## config.mk

```make
export PLATFORM = sky130hd
export DESIGN_NAME = ectc_top
export DESIGN_NICKNAME = d
export VERILOG_FILES = /design/src/include/ectc_pkg.sv /design/src/include/ectc_sub_if.sv /design/src/rtl/ectc_top.sv /design/src/rtl/ectc_sync_eq.sv /design/src/rtl/ectc_vexp_dda.sv
export SDC_FILE = /design/constraint.sdc
export NUM_CORES = 1
export LEC_CHECK = 0
export BUFFER_PORTS_ARGS = -buffer_cell sky130_fd_sc_hd__buf_2
export CORE_ASPECT_RATIO = 1.4
export CORE_MARGIN = 5
export CORE_UTILIZATION = 56
export CTS_CLUSTER_SIZE = 25
export DETAILED_ROUTE_END_ITERATION = 8
export HOLD_SLACK_MARGIN = 0.12
export PLACE_DENSITY = 0.8
export SYNTH_ARGS = -nofsm -noshare
export SYNTH_HDL_FRONTEND = slang
export SYNTH_HIERARCHICAL = 1
export SYNTH_SLANG_ARGS = --single-unit
```

## constraint.sdc

```tcl
create_clock -name CLOCK -period 5.28 [get_ports CLOCK]
set_input_delay 0.792 -clock CLOCK [delete_from_list [all_inputs] [get_ports CLOCK]]
set_output_delay 0.792 -clock CLOCK [all_outputs]
set_load 0.01 [all_outputs]
```

## src/include/ectc_pkg.sv

```systemverilog
// Package: indices, field positions, reset values and state codes for the extended timing block
package ectc_pkg;

    // Register indices on the indexed controller data port
    localparam logic [7:0] IDX_OVF  = 8'h30;
    localparam logic [7:0] IDX_IRET = 8'h31;
    localparam logic [7:0] IDX_TVS  = 8'h32;
    localparam logic [7:0] IDX_TVEH = 8'h33;
    localparam logic [7:0] IDX_TVEL = 8'h34;
    localparam logic [7:0] IDX_DDAL = 8'h35;
    localparam logic [7:0] IDX_DDAH = 8'h36;
    localparam logic [7:0] IDX_EQ   = 8'h38;
    localparam logic [7:0] IDX_SERR = 8'h39;

    // Storage slots and per-slot write masks (reserved bits read as zero)
    localparam int SLOT_OVF  = 0;
    localparam int SLOT_IRET = 1;
    localparam int SLOT_TVS  = 2;
    localparam int SLOT_TVEH = 3;
    localparam int SLOT_TVEL = 4;
    localparam int SLOT_DDAL = 5;
    localparam int SLOT_DDAH = 6;
    localparam int SLOT_EQ   = 7;
    localparam int SLOT_SERR = 8;
    localparam int REG_COUNT = 9;
    localparam logic [7:0] REG_INDEX [REG_COUNT] = '{IDX_OVF, IDX_IRET, IDX_TVS, IDX_TVEH,
        IDX_TVEL, IDX_DDAL, IDX_DDAH, IDX_EQ, IDX_SERR};
    localparam logic [7:0] REG_MASK [REG_COUNT] = '{8'hff, 8'hff, 8'hff, 8'hff,
        8'hff, 8'hff, 8'h03, 8'hbf, 8'h3f};
    localparam logic [7:0] REG_RESET = 8'h00;

    // Field positions
    localparam int OVF_IME     = 7;
    localparam int OVF_VT      = 3;
    localparam int OVF_VDE     = 2;
    localparam int OVF_VBS     = 1;
    localparam int OVF_VRS     = 0;
    localparam int TVEH_ITE    = 7;
    localparam int TVEH_HBE_HI = 6;
    localparam int TVEH_HBE_LO = 5;
    localparam int TVEH_VBE_HI = 4;
    localparam int TVEH_VBE_LO = 3;
    localparam int TVEH_END_HI = 2;
    localparam int DDAH_HI     = 1;
    localparam int EQ_CSS      = 7;
    localparam int WIDTH_HI    = 5;
    localparam int TEXT_REP_HI = 2;

    // Pulse widths count in units of four video clocks
    localparam int PULSE_UNIT_BITS = 2;
    localparam int PULSE_CNT_W     = 8;
    // Equalisation lines before and after vertical sync
    localparam logic [10:0] EQ_LINES = 11'h003;

    // Equaliser states
    typedef enum logic [3:0] {
        EQ_IDLE = 4'b0001,
        EQ_PRE  = 4'b0010,
        EQ_SERR = 4'b0100,
        EQ_POST = 4'b1000
    } ectc_eq_e;

endpackage : ectc_pkg

```

## src/include/ectc_sub_if.sv

```systemverilog
// Interface: raster events and results between the top and its sync and expansion engines
`timescale 1ns/100ps
interface ectc_sub_if;
    logic       line_start;
    logic       half_line;
    logic       hsync;
    logic       vsync;
    logic       pre_eq;
    logic [5:0] eq_width;
    logic [5:0] serr_width;
    logic       composite_sync_eq;
    logic       frame_start;
    logic       disp_line;
    logic       text_mode;
    logic       last_row_end;
    logic [9:0] vconst;
    logic [9:0] src_lines;
    logic       repeat_line;

    modport top (output line_start, half_line, hsync, vsync, pre_eq, eq_width, serr_width,
                 frame_start, disp_line, text_mode, last_row_end, vconst, src_lines,
                 input composite_sync_eq, repeat_line);
    modport eq  (input line_start, half_line, hsync, vsync, pre_eq, eq_width, serr_width,
                 output composite_sync_eq);
    modport dda (input line_start, frame_start, disp_line, text_mode, last_row_end, vconst,
                 src_lines, output repeat_line);
endinterface : ectc_sub_if

```

## src/rtl/ectc_top.sv

```systemverilog
// Extended raster timing control: registers, overflow merge, TV enable, retrace point, sync select
// How it works
// - Overflow register bit 7 selects interlaced raster; clear means progressive unless end-high bit 7 is set in a double-scan mode.
// - Interlaced retrace starts at the programmed character position in odd fields, at line start in even fields; ignored when progressive.
// - Overflow bits 3..0 supply bit 10 of four vertical timing values.
// - TV vertical enable rises when line count equals the start value.
// - TV vertical enable falls at the 11-bit end value from two registers.
// - End-high bit 7 turns on interlaced timing for double-scan modes.
// - End-high bits 6:5 supply horizontal blank end bits 7:6.
// - End-high bits 4:3 supply vertical blank end bits 9:8.
// - A 10-bit expansion constant is held across low and high registers.
// - Text modes repeat the last character row low-three-bits times.
// - Sync select clear gives NOR of syncs, set gives equaliser output.
// - Equalisation pulses last the 6-bit width times four clocks.
// - All registers reset to zero and are readable and writable.
// - Serration pulses last the 6-bit width times four clocks.
`timescale 1ns/100ps
module ectc_top import ectc_pkg::*; (
    // Clock and reset
    input  wire logic        CLOCK,
    input  wire logic        RST_N,
    // Indexed controller data port
    input  wire logic [7:0]  CRTC_INDEX,
    input  wire logic [7:0]  CRTC_WDATA,
    input  wire logic        CRTC_WR,
    input  wire logic        CRTC_RD,
    output logic      [7:0]  CRTC_RDATA,
    // Low parts from the standard timing registers
    input  wire logic [9:0]  VTOTAL_LO,
    input  wire logic [9:0]  VDEND_LO,
    input  wire logic [9:0]  VBSTART_LO,
    input  wire logic [9:0]  VRSTART_LO,
    input  wire logic [5:0]  HBEND_LO,
    input  wire logic [7:0]  VBEND_LO,
    // Raster state from the timing counters
    input  wire logic [10:0] VCOUNT,
    input  wire logic [7:0]  HCHAR,
    input  wire logic        LINE_START,
    input  wire logic        HALF_LINE,
    input  wire logic        HSYNC,
    input  wire logic        VSYNC,
    input  wire logic        DISPLAY_LINE,
    input  wire logic        DOUBLE_SCAN,
    input  wire logic        TEXT_MODE,
    input  wire logic        LAST_ROW_END,
    // Widened timing values
    output logic      [10:0] VTOTAL,
    output logic      [10:0] VDEND,
    output logic      [10:0] VBSTART,
    output logic      [10:0] VRSTART,
    output logic      [7:0]  HBEND,
    output logic      [9:0]  VBEND,
    // Raster control results
    output logic             INTERLACE_ON,
    output logic             ODD_FIELD,
    output logic             VRETRACE_GO,
    output logic             TV_VDE,
    output logic             COMPOSITE_SYNC,
    output logic      [9:0]  VEXPAND_CONSTANT,
    output logic             REPEAT_LINE
);

    logic [7:0]  regs [REG_COUNT];
    logic [7:0]  rd_val;
    logic [10:0] vrs;
    logic [10:0] tv_end;
    logic [10:0] pre_from;
    logic [9:0]  vconst;
    logic        frame_start;
    logic        next_interlace;
    logic        next_retrace;
    ectc_sub_if  sub ();

    // Register storage; one write port per slot, reserved bits masked off
    for (genvar g = 0; g < REG_COUNT; g++) begin : g_reg
        always_ff @(posedge CLOCK or negedge RST_N) begin
            if (!RST_N) regs[g] <= REG_RESET;
            else if (CRTC_WR && CRTC_INDEX == REG_INDEX[g]) regs[g] <= CRTC_WDATA & REG_MASK[g];
        end
    end

    // Read mux; indices owned elsewhere read as zero
    always_comb begin
        rd_val = 8'h00;
        for (int i = 0; i < REG_COUNT; i++) begin
            if (CRTC_INDEX == REG_INDEX[i]) rd_val = regs[i];
        end
    end

    // Read data held until the next read strobe
    always_ff @(posedge CLOCK or negedge RST_N) begin
        if (!RST_N) CRTC_RDATA <= 8'h00;
        else if (CRTC_RD) CRTC_RDATA <= rd_val;
    end

    // Derived values used by several processes
    assign vrs         = {regs[SLOT_OVF][OVF_VRS], VRSTART_LO};
    assign tv_end      = {regs[SLOT_TVEH][TVEH_END_HI:0], regs[SLOT_TVEL]};
    assign vconst      = {regs[SLOT_DDAH][DDAH_HI:0], regs[SLOT_DDAL]};
    assign frame_start = LINE_START && VCOUNT == '0;
    assign pre_from    = vrs - EQ_LINES;
    // Double-scan interlace only matters while a double-scan mode runs
    assign next_interlace = regs[SLOT_OVF][OVF_IME] || (regs[SLOT_TVEH][TVEH_ITE] && DOUBLE_SCAN);

    // Widened vertical and blank values, registered so the counters see clean edges
    always_ff @(posedge CLOCK or negedge RST_N) begin
        if (!RST_N) begin
            VTOTAL  <= '0;
            VDEND   <= '0;
            VBSTART <= '0;
            VRSTART <= '0;
        end else begin
            VTOTAL  <= {regs[SLOT_OVF][OVF_VT], VTOTAL_LO};
            VDEND   <= {regs[SLOT_OVF][OVF_VDE], VDEND_LO};
            VBSTART <= {regs[SLOT_OVF][OVF_VBS], VBSTART_LO};
            VRSTART <= vrs;
        end
    end

    // Blank end upper bits carried by the TV end-high register
    always_ff @(posedge CLOCK or negedge RST_N) begin
        if (!RST_N) begin
            HBEND <= '0;
            VBEND <= '0;
        end else begin
            HBEND <= {regs[SLOT_TVEH][TVEH_HBE_HI:TVEH_HBE_LO], HBEND_LO};
            VBEND <= {regs[SLOT_TVEH][TVEH_VBE_HI:TVEH_VBE_LO], VBEND_LO};
        end
    end

    // Expansion constant published for the fetch logic
    always_ff @(posedge CLOCK or negedge RST_N) begin
        if (!RST_N) VEXPAND_CONSTANT <= '0;
        else VEXPAND_CONSTANT <= vconst;
    end

    // Interlace selection
    always_ff @(posedge CLOCK or negedge RST_N) begin
        if (!RST_N) INTERLACE_ON <= 1'b0;
        else INTERLACE_ON <= next_interlace;
    end

    // Field flips once per frame while interlaced, sits even otherwise
    always_ff @(posedge CLOCK or negedge RST_N) begin
        if (!RST_N) ODD_FIELD <= 1'b0;
        else if (!INTERLACE_ON) ODD_FIELD <= 1'b0;
        else if (frame_start) ODD_FIELD <= !ODD_FIELD;
    end

    // Odd field starts retrace mid-line at the programmed character, giving the half-line offset
    always_comb begin
        next_retrace = 1'b0;
        if (VCOUNT == vrs) begin
            if (INTERLACE_ON && ODD_FIELD) next_retrace = HCHAR == regs[SLOT_IRET];
            else next_retrace = LINE_START;
        end
    end

    always_ff @(posedge CLOCK or negedge RST_N) begin
        if (!RST_N) VRETRACE_GO <= 1'b0;
        else VRETRACE_GO <= next_retrace;
    end

    // TV display window; the end match wins if both values coincide
    always_ff @(posedge CLOCK or negedge RST_N) begin
        if (!RST_N) TV_VDE <= 1'b0;
        else if (VCOUNT == tv_end) TV_VDE <= 1'b0;
        else if (VCOUNT == {3'h0, regs[SLOT_TVS]}) TV_VDE <= 1'b1;
    end

    // Feed the engines from the same clock, so no synchronisers are needed
    assign sub.line_start   = LINE_START;
    assign sub.half_line    = HALF_LINE;
    assign sub.hsync        = HSYNC;
    assign sub.vsync        = VSYNC;
    assign sub.pre_eq       = vrs >= EQ_LINES && VCOUNT >= pre_from && VCOUNT < vrs;
    assign sub.eq_width     = regs[SLOT_EQ][WIDTH_HI:0];
    assign sub.serr_width   = regs[SLOT_SERR][WIDTH_HI:0];
    assign sub.frame_start  = frame_start;
    assign sub.disp_line    = DISPLAY_LINE;
    assign sub.text_mode    = TEXT_MODE;
    assign sub.last_row_end = LAST_ROW_END;
    assign sub.vconst       = vconst;
    assign sub.src_lines    = VDEND_LO;

    ectc_sync_eq u_sync_eq (
        .clock (CLOCK),
        .rst_n (RST_N),
        .sb    (sub.eq)
    );

    ectc_vexp_dda u_vexp_dda (
        .clock (CLOCK),
        .rst_n (RST_N),
        .sb    (sub.dda)
    );

    // Composite sync source; active-high syncs give active-low composite
    always_ff @(posedge CLOCK or negedge RST_N) begin
        if (!RST_N) COMPOSITE_SYNC <= 1'b1;
        else if (regs[SLOT_EQ][EQ_CSS]) COMPOSITE_SYNC <= sub.composite_sync_eq;
        else COMPOSITE_SYNC <= !(HSYNC || VSYNC);
    end

    // Repeat flag comes from a flop inside the expansion engine
    assign REPEAT_LINE = sub.repeat_line;
endmodule : ectc_top

```

## src/rtl/ectc_sync_eq.sv

```systemverilog
// Equaliser state machine that builds composite sync for a TV encoder
`timescale 1ns/100ps
module ectc_sync_eq import ectc_pkg::*; (
    // Clock and reset
    input wire logic clock,
    input wire logic rst_n,
    // Raster events and widths
    ectc_sub_if.eq   sb
);

    ectc_eq_e               state;
    logic [10:0]            lines;
    logic [PULSE_CNT_W-1:0] cnt;
    logic [PULSE_CNT_W-1:0] load;
    logic                   ev;
    logic                   busy;

    assign ev   = sb.line_start | sb.half_line;
    assign busy = cnt != '0;

    // Pre-equalise, serrate through vsync, then post-equalise
    always_ff @(posedge clock or negedge rst_n) begin
        if (!rst_n) begin
            state <= EQ_IDLE;
        end else begin
            case (state)
                EQ_IDLE: begin
                    if (sb.vsync) state <= EQ_SERR;
                    else if (sb.pre_eq) state <= EQ_PRE;
                end
                EQ_PRE: begin
                    if (sb.vsync) state <= EQ_SERR;
                    else if (!sb.pre_eq) state <= EQ_IDLE;
                end
                EQ_SERR: begin
                    if (!sb.vsync) state <= EQ_POST;
                end
                EQ_POST: begin
                    if (sb.vsync) state <= EQ_SERR;
                    else if (sb.line_start && lines == EQ_LINES - 11'h001) state <= EQ_IDLE;
                end
                default: state <= EQ_IDLE;
            endcase
        end
    end

    // Lines spent after vsync
    always_ff @(posedge clock or negedge rst_n) begin
        if (!rst_n) lines <= '0;
        else if (state != EQ_POST) lines <= '0;
        else if (sb.line_start) lines <= lines + 11'h001;
    end

    // Width loaded at each half-line event
    always_comb begin
        case (state)
            EQ_PRE, EQ_POST: load = {sb.eq_width, {PULSE_UNIT_BITS{1'b0}}};
            EQ_SERR:         load = {sb.serr_width, {PULSE_UNIT_BITS{1'b0}}};
            default:         load = '0;
        endcase
    end

    // Pulse timer; a width of zero gives no pulse at all
    always_ff @(posedge clock or negedge rst_n) begin
        if (!rst_n) cnt <= '0;
        else if (ev) cnt <= load;
        else if (busy) cnt <= cnt - 8'h01;
    end

    // Low-going equalisers, high-going serration notches inside broad vsync
    always_ff @(posedge clock or negedge rst_n) begin
        if (!rst_n) begin
            sb.composite_sync_eq <= 1'b1;
        end else begin
            case (state)
                EQ_IDLE:         sb.composite_sync_eq <= !sb.hsync;
                EQ_PRE, EQ_POST: sb.composite_sync_eq <= !busy;
                EQ_SERR:         sb.composite_sync_eq <= busy;
                default:         sb.composite_sync_eq <= 1'b1;
            endcase
        end
    end

    // Helper: measured pulse length against the loaded width
    logic [PULSE_CNT_W-1:0] run;
    logic [PULSE_CNT_W-1:0] want;
    logic                   was_serr;
    always_ff @(posedge clock or negedge rst_n) begin
        if (!rst_n) begin
            run <= '0;
            want <= '0;
            was_serr <= 1'b0;
        end else if (ev && state != EQ_IDLE) begin
            run <= '0;
            want <= load;
            was_serr <= state == EQ_SERR;
        end else if (busy) begin
            run <= run + 8'h01;
        end
    end
endmodule : ectc_sync_eq

```

## src/rtl/ectc_vexp_dda.sv

```systemverilog
// Vertical expansion engine: line repeat for graphics and text modes
`timescale 1ns/100ps
module ectc_vexp_dda import ectc_pkg::*; (
    // Clock and reset
    input wire logic clock,
    input wire logic rst_n,
    // Raster events and constant
    ectc_sub_if.dda  sb
);

    logic [10:0] acc;
    logic [10:0] sum;
    logic [10:0] dest;
    logic [2:0]  rcnt;
    logic        expand;
    logic        step;

    assign sum    = acc + {1'b0, sb.src_lines};
    assign dest   = {1'b0, sb.vconst};
    assign expand = sb.vconst != '0;
    assign step   = sb.line_start && sb.disp_line && !sb.frame_start && !sb.text_mode && expand;

    // Accumulator advances by the source size each output line
    always_ff @(posedge clock or negedge rst_n) begin
        if (!rst_n) acc <= '0;
        else if (sb.frame_start) acc <= '0;
        else if (step) acc <= (sum >= dest) ? sum - dest : sum;
    end

    // Text rows repeated so far this frame
    always_ff @(posedge clock or negedge rst_n) begin
        if (!rst_n) rcnt <= '0;
        else if (sb.frame_start) rcnt <= '0;
        else if (sb.text_mode && sb.last_row_end && rcnt < sb.vconst[TEXT_REP_HI:0]) rcnt <= rcnt + 3'h1;
    end

    // Repeat decision; text uses only the low three bits of the constant
    always_ff @(posedge clock or negedge rst_n) begin
        if (!rst_n) sb.repeat_line <= 1'b0;
        else if (sb.frame_start) sb.repeat_line <= 1'b0;
        else if (sb.text_mode && sb.last_row_end) sb.repeat_line <= rcnt < sb.vconst[TEXT_REP_HI:0];
        else if (step) sb.repeat_line <= sum < dest;
    end
endmodule : ectc_vexp_dda

```

==> results of run 1 <==
==> state kept, by name, summed over array words and instances, names as in the netlist, 3 cells and up <==
| name | cells |
|---|---|
| u_sync_eq/lines | 11 |
| VTOTAL | 11 |
| VEXPAND_CONSTANT | 10 |
| u_sync_eq/cnt | 8 |
| VBSTART | 11 |
| u_sync_eq/state | 4 |
| u_vexp_dda/acc | 11 |
| CRTC_RDATA | 8 |
| VDEND | 11 |
| HBEND | 8 |
| VRSTART | 11 |
| u_vexp_dda/rcnt | 3 |
| regs | 63 |
| VBEND | 10 |
==> per-layer routing <==
metal  up-vias  global-route usage (%)  wire length (um)
met1      3853                   29.44              9745
met5         -                       0                14
li1       3570                       -                 -
met2       317                   45.81             13690
met3        70                   6.039              1716
met4         4                   9.990               882
==> logic make-up (layout without fill, tap and decap cells) <==
logic type | after synthesis | in the layout
flops | 187 | 187
simple gates | 245 | 245
compound gates | 172 | 172
xor+xnor | 68 | 68
fa+ha+maj | 52 | 52
buf+inv | 71 | 262
mux | 81 | 81
==> final timing paths <==
check / from / to / slack, ps
worst min register to register: regs[46] / HBEND[7] / 410
max in group asynchronous: RST_N / VBSTART[3] / 3910
worst max-delay path: VDEND_LO[0] / u_vexp_dda/acc[4] / 980
worst max register to register: u_vexp_dda/acc[0] / u_vexp_dda/acc[4] / 1040
worst min-delay path: RST_N / VRSTART[7] / 330
min in group CLOCK: regs[46] / HBEND[7] / 410
==> area by class of cell <==
class	count	area, um2	share of cell area (%)
Sequential cell	187	4683	40.18
Timing Repair Buffer	188	967.2	8.298
Clock inverter	13	205.2	1.761
Inverter	42	157.7	1.353
Clock buffer	19	432.9	3.714
Tap cell	236	295.3	2.534
Multi-Input combinational cell	618	4913	42.16
==> critical path, cell delays in order <==
cell	delay [ps]
buf_2	110
ha_1	210
fa_1	430
a211oi_2	260
nor2_1	130
o21a_1	190
nor2_1	100
xor2_1	220
inv_1	70
ha_1	370
a21o_1	220
a21oi_2	210
nor2_1	120
or4_1	730
nor3_1	330
a221o_1	170
==> where the power goes <==
group	switching [mW]	total (mW)	internal [mW]
Clock	0.577	1.39	0.809
Sequential	0.112	1.67	1.56
Combinational	1.00	1.69	0.685
==> through the flow <==
step | instance area, um2 | cells | setup slack (ps)
2_1_floorplan | 9937 | 876 | 1125
3_3_place_gp | 11020 | 1271 | 719.1
3_5_place_dp | 11020 | 1271 | 628.2
4_1_cts | 11650 | 1303 | 1057
5_1_grt | 11650 | 1303 | 785.8
6_report | 11650 | 1303 | 981.8
==> cells in the final DEF, fill, tap and decap left out, types with 5 or more instances in the layout <==
| cell type | Yosys | routed |
|---|---|---|
| nand2_1 | 37 | 37 |
| a21o_1 | 7 | 7 |
| nor2b_1 | 12 | 12 |
| a2111oi_0 | 5 | 5 |
| mux2i_1 | 14 | 14 |
| o22ai_1 | 9 | 9 |
| nor4_1 | 15 | 15 |
| nand3_2 | 5 | 5 |
| inv_1 | 41 | 41 |
| nand4_1 | 10 | 10 |
| nor2_1 | 51 | 51 |
| nor3_1 | 23 | 23 |
| o211ai_1 | 17 | 17 |
| nor4b_1 | 6 | 6 |
| a21oi_1 | 29 | 29 |
| dfrtp_1 | 184 | 184 |
| a211oi_1 | 11 | 11 |
| nand2b_1 | 13 | 13 |
| nand2_2 | 5 | 5 |
| xor2_1 | 35 | 35 |
| ha_1 | 50 | 50 |
| mux2_2 | 62 | 62 |
| a31oi_1 | 8 | 8 |
| buf_2 | 8 | 185 |
| a221oi_1 | 7 | 7 |
| xnor2_1 | 33 | 33 |
| o21a_1 | 12 | 12 |
| o21ai_0 | 17 | 17 |
| nand3_1 | 19 | 19 |
| clkbuf_16 | 0 | 17 |
| o31ai_1 | 7 | 7 |
==> results by group, run 1 <==
STA
  • Hold Fails Final Rpt: 0
  • Max Fclk: 232.7 MHz
  • Final critical-path required period: between 4000 and 5000 ps
  • Fin. max-slew vios: 0
  • Slew margin rel.: between 40 and 50%
  • Clock skew: 12.71 ps
  • Fin Hold WS: approximately 330 ps
  • Endpoints failing setup: 0
  • Worst Tran Pin Value: just over 800 ps
  • Fin crit share: just over 80%
  • RSZ-0062 raised after global routing: false
  • Setup tns final: 0 ps

Routing
  • Via count: a little under 8,000
  • Drt initial violations: 607
  • Routed WL per cell: between 15 and 20 um
  • Residual DRC count: 0
  • Post-route ant nets: 0
  • Drt via density: about 6
  • Routed WL: 26.05 mm
  • Drt pass-1 iters: 5

Clocking
  • Setup fix buffers added after clock tree synthesis: 0
  • TritonCTS clock tree: yes
  • Clock root buffer: clkbuf_16
  • Clock latency on the worst-skew pair: around 440 ps
  • Cts hold-fix bufs: 0
  • Htree depth: 4
  • CTS Buf Count: 17
  • Resize count post-CTS: 0
  • Clock slew at reported path FFs: 80 ps
  • Max Root-Sink Buffers: 2
  • Clock Sinks: around 190

Die
  • IO Count: around 190
  • Total core area: 17,400 um2
  • Starting density of the core: between 50 and 60%
  • Die Span Y: between 150 and 200 um
  • Die width: roughly 120 um
  • Row count: 57
  • Die area: roughly 20,000 um2

Yosys
  • Post-Synth Simple-Gate Area: approximately 15%
  • Flops & latches, synth: ~190
  • Synth Warn #: 6
  • Top-area cell type share of the netlist area: between 40% and 50%
  • Sequential element share of the synthesized area: a little under half
  • Post-synthesis cell type count: between 90 and 100
  • Post-synth ARST share: between 90% and 100%
  • Syn_nets: around 1,000
  • Post-Synth Adder-Cell Area: around 6.7%
  • Post-Syn Area: 9937 um2
  • Synth Area in Compound Gates: between 10% and 20%
  • Synth area leader: dfrtp_1
  • Synthesized area per cell: between 10 and 15 um2
  • Post-Synth XOR/XNOR Area: ~6.0%
  • Mapped Cells: 876
  • Top cells by count, synth: dfrtp_1, mux2_2, nor2_1
  • EDFF count, synth: 0
  • Prevailing post-synth register cell: dfrtp_1
  • Top post-synthesis cells by area: dfrtp_1, mux2_2, ha_1, xor2_1, xnor2_1
  • Post-synthesis mux area share: 9.343%
  • Main combinational cell family by area after synthesis: simple AND/OR/NAND/NOR gates
  • Most frequent cell after synthesis: dfrtp_1

Layout
  • Fin nets: about 1,200
  • Filler cell count: around 1,400
  • Final core utilization: about two thirds
  • Area Growth Syn to Fin: 17.29%
  • Layout cells sized above 1: between 30% and 40%
  • Ant diodes: 0

Placement
  • HPWL after DPL: between 15 and 20 mm
  • Placer Congestion: 0.9417
  • PortBufs: 186

GRT
  • Gr usage total: between 20% and 30%
  • Initial antenna violation count: 2
  • Largest net degree at the start of global routing: about 120
  • First-pass GRT wire length: about 42 mm
  • Congestion Overflow GR: 0
  • Number of global-route vias before repair: about 8,100

Worst setup path
  • Req. time, crit path: between 5000 and 6000 ps
  • CP Launch Type: input port
  • Worst-path fanout max: 9
  • Worst R2R Path Depth: 15
  • CP arrival: roughly 4700 ps
  • CP Capture Type: flop
  • Critical path class: input port to flop

Power and ir drop
  • Total power: 4.742 mW
  • Worst vdd ir: between 400 and 500 uV
  • Lkg Pwr: roughly 5.5 nW
  • Pwr Density: roughly 410 nW/um2

Worst hold path
  • Hold/Removal Path Class: input port to asynchronous set/reset pin

Status
  • Outcome: finished clean

Run
  • Max cap viols: 0
No activity file was read; power rests on OpenSTA's default activity.
==> inputs of run 2 (changes only) <==
clock period = 4.4 ns   (was 5.28 ns; I/O delays follow)
==> results by group, run 2 (synthesis results as in run 1) <==
Worst hold path
  • WHS Path Cells: 1
  • HP Start: VBEND_LO[1]
  • Hold/Removal Path Class: input port to flop (was input port to asynchronous set/reset pin)
  • Hold EP: VBEND[1]

Worst setup path
  • CP arrival: 4350 ps (was 4670 ps)
  • Flop2flop setup slack: 370 ps (was 1040 ps)
  • Crit path max-delay cell type: or4_1 (unchanged)
  • Critical path class: flop to flop (was input port to flop)
  • Reg2reg start: u_vexp_dda/acc[0] (unchanged)
  • Worst-path fanout max: 9 (unchanged)
  • CP Capture Type: flop (unchanged)
  • CP Launch Type: flop (was input port)
  • Slowest Stage Delay on Critical Path: 730 ps (about the same)
  • CP Cell Sequence: ha_1 > fa_1 > a211oi_2 > nor2_1 > o21a_1 > nor2_1 > xor2_1 > inv_1 > ha_1 > a21o_1 > a21oi_2 > nor2_1 > or4_1 > nor2_1 > o211ai_1 (was buf_2 > ha_1 > fa_1 > a211oi_2 > nor2_1 > o21a_1 > nor2_1 > xor2_1 > inv_1 > ha_1 > a21o_1 > a21oi_2 > nor2_1 > or4_1 > nor3_1 > a221o_1)
  • Req. time, crit path: 4720 ps (was 5650 ps)
  • Most Frequent Cell on Critical Path: nor2_1 (unchanged)
  • Reg2reg end: u_vexp_dda/acc[3] (was u_vexp_dda/acc[4])
  • Crit path buffers/inverters: 1 (was 2)
  • Worst R2R Path Depth: 15 (unchanged)
  • Top cell family by delay on the critical path: simple AND/OR/NAND/NOR gates (unchanged)

STA
  • Worst Slack Setup Final: 368.9 ps (was 981.8 ps)
  • Slew margin rel.: 34.12% (was 46.23%)
  • Endpoints failing setup: 0 (unchanged)
  • Setup tns final: 0 ps (unchanged)
  • RSZ-0062 raised after global routing: false (unchanged)
  • Final critical-path required period: 4031 ps
  • Clock skew: 7.372 ps (was 12.71 ps)
  • Fin crit share: 91.62%
  • Fin. max-slew vios: 0 (unchanged)
  • Worst Tran Pin Value: 988.2 ps (was 804.9 ps)
  • Max Fclk: 248.1 MHz
  • Hold Fails Final Rpt: 0 (unchanged)

GRT
  • Gr usage total: 25.09% (was 25.70%)
  • Largest net degree at the start of global routing: 125 (was 122)
  • Initial antenna violation count: 3 (was 2)
  • Congestion Overflow GR: 0 (unchanged)
  • Number of global-route vias before repair: 7,772 (was 8,051)
  • First-pass GRT wire length: 40.23 mm (was 41.65 mm)

Power and ir drop
  • Lkg Pwr: 5.478 nW (was 5.488 nW)
  • Pwr Density: 483.9 nW/um2 (was 406.8 nW/um2)
  • Worst vdd ir: 506.2 uV (was 451.5 uV)

Clocking
  • Clock Sinks: 187 (unchanged)
  • Resize count post-CTS: 0 (unchanged)
  • Max Root-Sink Buffers: 2 (unchanged)
  • Htree depth: 4 (unchanged)
  • CTS Buf Count: 17 (unchanged)
  • Setup fix buffers added after clock tree synthesis: 0 (unchanged)
  • Cts hold-fix bufs: 0 (unchanged)
  • Clock latency on the worst-skew pair: 440 ps (about the same)
  • Clock slew at reported path FFs: 70 ps (was 80 ps)
  • Clock root buffer: clkbuf_16 (unchanged)
  • TritonCTS clock tree: yes (unchanged)

Routing
  • Routed WL per cell: 19.52 um (was 19.99 um)
  • Via count: 7,734 (was 7,814)
  • Drt via density: 5.913 (was 5.997)
  • Post-route ant nets: 0 (unchanged)
  • Routed WL: 25.53 mm (was 26.05 mm)
  • Drt initial violations: 486 (was 607)
  • Residual DRC count: 0 (unchanged)
  • Drt pass-1 iters: 6 (was 5)

Status
  • Outcome: finished clean (unchanged)

Layout
  • Most frequent cells in the layout: buf_2, dfrtp_1, mux2_2 (unchanged)
  • Fin nets: 1,212 (was 1,207)
  • Largest register FFs: 63 (unchanged)
  • Area Growth Syn to Fin: 17.20% (was 17.29%)
  • Filler cell count: 1,395 (was 1,371)
  • Layout cells sized above 1: 30.72% (was 30.37%)
  • Register with the most flip-flops: regs (unchanged)
  • Commonest non-fill, non-tap cell in the layout: buf_2 (unchanged)

Die
  • Starting density of the core: 57.10% (unchanged)
  • Die Span Y: 167.6 um (unchanged)
  • Total core area: 17,400 um2 (unchanged)
  • IO Count: 187 (unchanged)
  • Die area: 20,550 um2 (unchanged)
  • Die width: 122.6 um (unchanged)
  • Row count: 57 (unchanged)

Placement
  • Placer Congestion: 0.9174 (was 0.9417)
  • HPWL after DPL: 18.98 mm (was 19.20 mm)
  • Setup Slack @ Placement: 27.80 ps (was 628.2 ps)
  • PortBufs: 186 (unchanged)

Run
  • Max cap viols: 0 (unchanged)
[run 2: worst max-delay path by stage]
stage / from / end / slack [ps] / depth (start not counted)
floorplan: VDEND_LO[0] / u_vexp_dda/acc[1] / 380 / 15
global placement: VDEND_LO[0] / u_vexp_dda/acc[7] / 120 / 16
detailed placement: VDEND_LO[0] / u_vexp_dda/acc[9] / 30 / 16
CTS: u_vexp_dda/acc[0] / u_vexp_dda/acc[3] / 390 / 15
global route: u_vexp_dda/acc[0] / u_vexp_dda/acc[9] / 130 / 15
finish: u_vexp_dda/acc[0] / u_vexp_dda/acc[3] / 370 / 15
[run 2: routing by layer]
metal	GRT usage (%)	part of all wire, %	up-vias
met5	0	0.055	-
met4	10.96	3.2	4
met3	4.892	6.5	62
met2	44.40	53	302
met1	29.14	38	3783
li1	-	-	3583
[run 2: where the power goes]
group | switching, mW | total (mW) | internal [mW]
combinational | 1.21 | 2.08 | 0.861
clock | 0.706 | 1.56 | 0.852
sequential | 0.132 | 2.00 | 1.87
total | 2.05 | 5.64 | 3.58
[run 2: per-stage QoR]
step,hold WS [ps],area [um2],total power [mW],utilization (%),instances
3_3_place_gp,375.0,11050,4.020,63.52,1276
5_1_grt,307.3,11650,5.939,66.93,1308
2_1_floorplan,359.3,9937,3.501,-,876
4_1_cts,311.4,11640,5.627,66.91,1307
3_5_place_dp,384.5,11050,4.065,63.52,1276
6_report,321.3,11650,5.635,66.93,1308
[run 2: final cells by class]
class	count	area, um2	area share (%)
antenna	1	2.502	0.02149
inverter	42	157.7	1.354
clock inverter	13	160.2	1.375
multi-input combinational	618	4913	42.19
clock buffer	18	429.2	3.685
sequential	187	4683	40.21
tap	236	295.3	2.535
timing repair buffer	193	1005	8.627
==> inputs of run 3 (changes only) <==
CTS_BUF_LIST = sky130_fd_sc_hd__clkbuf_16   (was not set)
==> results by group, run 3 (synthesis results as in run 1) <==
Clocking
  • Clock slew at reported path FFs: 70 ps (about the same)
  • TritonCTS clock tree: yes (unchanged)
  • Htree depth: 4 (unchanged)
  • Setup fix buffers added after clock tree synthesis: 0 (unchanged)
  • Resize count post-CTS: 0 (unchanged)
  • CTS Buf Count: 17 (unchanged)
  • Clock Sinks: 187 (unchanged)
  • Cts hold-fix bufs: 0 (unchanged)
  • Clock latency on the worst-skew pair: 440 ps (about the same)
  • Clock root buffer: clkbuf_16 (unchanged)
  • Max Root-Sink Buffers: 2 (unchanged)

Layout
  • Most frequent cells in the layout: buf_2, dfrtp_1, mux2_2 (unchanged)
  • Register with the most flip-flops: regs (unchanged)
  • Fin area: 11,650 um2 (unchanged)
  • Area Growth Syn to Fin: 17.20% (unchanged)
  • Fin nets: 1,212 (unchanged)
  • Layout cells sized above 1: 30.72% (unchanged)
  • Commonest non-fill, non-tap cell in the layout: buf_2 (unchanged)
  • Largest register FFs: 63 (unchanged)

Routing
  • Post-route ant nets: 0 (unchanged)
  • Via count: 7,754 (was 7,734)
  • Drt initial violations: 487 (was 486)
  • Residual DRC count: 0 (unchanged)
  • Drt via density: 5.928 (was 5.913)
  • Routed WL: 25.54 mm (was 25.53 mm)
  • Routed WL per cell: 19.53 um (was 19.52 um)
  • Drt pass-1 iters: 5 (was 6)

Placement
  • Setup Slack @ Placement: 27.80 ps (unchanged)
  • PortBufs: 186 (unchanged)
  • HPWL after DPL: 18.98 mm (unchanged)
  • Placed Area: 11,050 um2 (unchanged)
  • Placer Congestion: 0.9174 (unchanged)

Die
  • IO Count: 187 (unchanged)
  • Die Span Y: 167.6 um (unchanged)
  • Row count: 57 (unchanged)
  • Total core area: 17,400 um2 (unchanged)
  • Die width: 122.6 um (unchanged)
  • Starting density of the core: 57.10% (unchanged)
  • Die area: 20,550 um2 (unchanged)

GRT
  • Gr usage total: 25.09% (unchanged)
  • First-pass GRT wire length: 40.23 mm (unchanged)
  • Congestion Overflow GR: 0 (unchanged)
  • Largest net degree at the start of global routing: 125 (unchanged)
  • Number of global-route vias before repair: 7,772 (unchanged)
  • Initial antenna violation count: 3 (unchanged)

Worst setup path
  • Critical path class: flop to flop (unchanged)
  • Setup crit end: u_vexp_dda/acc[3] (unchanged)
  • CP arrival: 4350 ps (about the same)
  • Flop2flop setup slack: 370 ps (about the same)
  • CP Launch Type: flop (unchanged)
  • Setup crit start: u_vexp_dda/acc[0] (unchanged)
  • Worst-path fanout max: 9 (unchanged)
  • Worst R2R Path Depth: 15 (unchanged)
  • Req. time, crit path: 4720 ps (about the same)
  • Reg2reg start: u_vexp_dda/acc[0] (unchanged)
  • CP Capture Type: flop (unchanged)
  • Reg2reg end: u_vexp_dda/acc[3] (unchanged)

STA
  • Setup tns final: 0 ps (unchanged)
  • Max Fclk: 248.0 MHz (was 248.1 MHz)
  • RSZ-0062 raised after global routing: false (unchanged)
  • Fin crit share: 91.65% (was 91.62%)
  • Endpoints failing setup: 0 (unchanged)
  • Worst Slack Setup Final: 367.6 ps (was 368.9 ps)
  • Final critical-path required period: 4032 ps (was 4031 ps)
  • Slew margin rel.: 34.39% (was 34.12%)
  • Fin. max-slew vios: 0 (unchanged)
  • Worst Tran Pin Value: 984.1 ps (was 988.2 ps)
  • Hold Fails Final Rpt: 0 (unchanged)
  • Fin Hold WS: 318.2 ps (was 321.3 ps)
  • Clock skew: 7.374 ps (was 7.372 ps)

Worst hold path
  • Hold/Removal Path Class: input port to flop (unchanged)

Power and ir drop
  • Pwr Density: 483.9 nW/um2 (about the same)
  • Worst vdd ir: 505.3 uV (was 506.2 uV)
  • Lkg Pwr: 5.482 nW (was 5.478 nW)

Status
  • Outcome: finished clean (unchanged)

Run
  • Max cap viols: 0 (unchanged)
[run 3: cell count changes in the layout (fill, tap and decap cells not counted), sizes merged]
cell,previous run,this run
clkbuf,19,18
inv,48,49
[run 3: area by class of cell]
cell class / instances / area [um2]
Multi-Input combinational cell: 618 / 4913
Antenna cell: 1 / 2.502
Timing Repair Buffer: 193 / 1005
Inverter: 42 / 157.7
Clock inverter: 14 / 163.9
Sequential cell: 187 / 4683
Fill cell: 1395 / 5756
Clock buffer: 17 / 425.4
Tap cell: 236 / 295.3
[run 3: per-stage QoR]
stage	util [%]	cells	power, mW
6_report	66.93	1308	5.635
3_5_place_dp	63.52	1276	4.065
5_1_grt	66.93	1308	5.937
4_1_cts	66.91	1307	5.625
2_1_floorplan	-	876	3.501
3_3_place_gp	63.52	1276	4.020
[run 3: where the power goes]
part	switching [mW]	total (mW)	leakage, nW	internal (mW)
sequential	0.132	2.00	2.42	1.87
clock	0.710	1.56	0.277	0.850
combinational	1.21	2.07	2.79	0.861
[run 3: worst min path at each step]
| stage | from | to | slack [ps] | depth (start not counted) |
|---|---|---|---|---|
| detailed placement | regs[46] | HBEND[7] | 380 | 0 |
| finish | VBEND_LO[1] | VBEND[1] | 320 | 1 |
| floorplan | RST_N | CRTC_RDATA[0] | 360 | 0 |
| global route | VBEND_LO[1] | VBEND[1] | 310 | 1 |
| CTS | VBEND_LO[1] | VBEND[1] | 310 | 1 |
| global placement | regs[46] | HBEND[7] | 380 | 0 |
[run 3: worst max-delay path, cell delays in order (launching register included)]
cell and delay [ps]:
dfrtp_1 410, ha_1 220, fa_1 440, a211oi_2 270
nor2_1 90, o21a_1 170, nor2_1 100, xor2_1 210
inv_1 80, ha_1 330, a21o_1 200, a21oi_2 170
nor2_1 80, or4_1 720, nor2_1 290, o211ai_1 140
[run 3: routing by layer]
metal / vias to the layer above / global-route usage, % / wire length, um
li1: 3587 / - / -
met1: 3790 / 29.14 / 9622
met2: 307 / 44.40 / 13420
met3: 66 / 4.892 / 1677
met4: 4 / 10.96 / 805
met5: - / 0 / 14
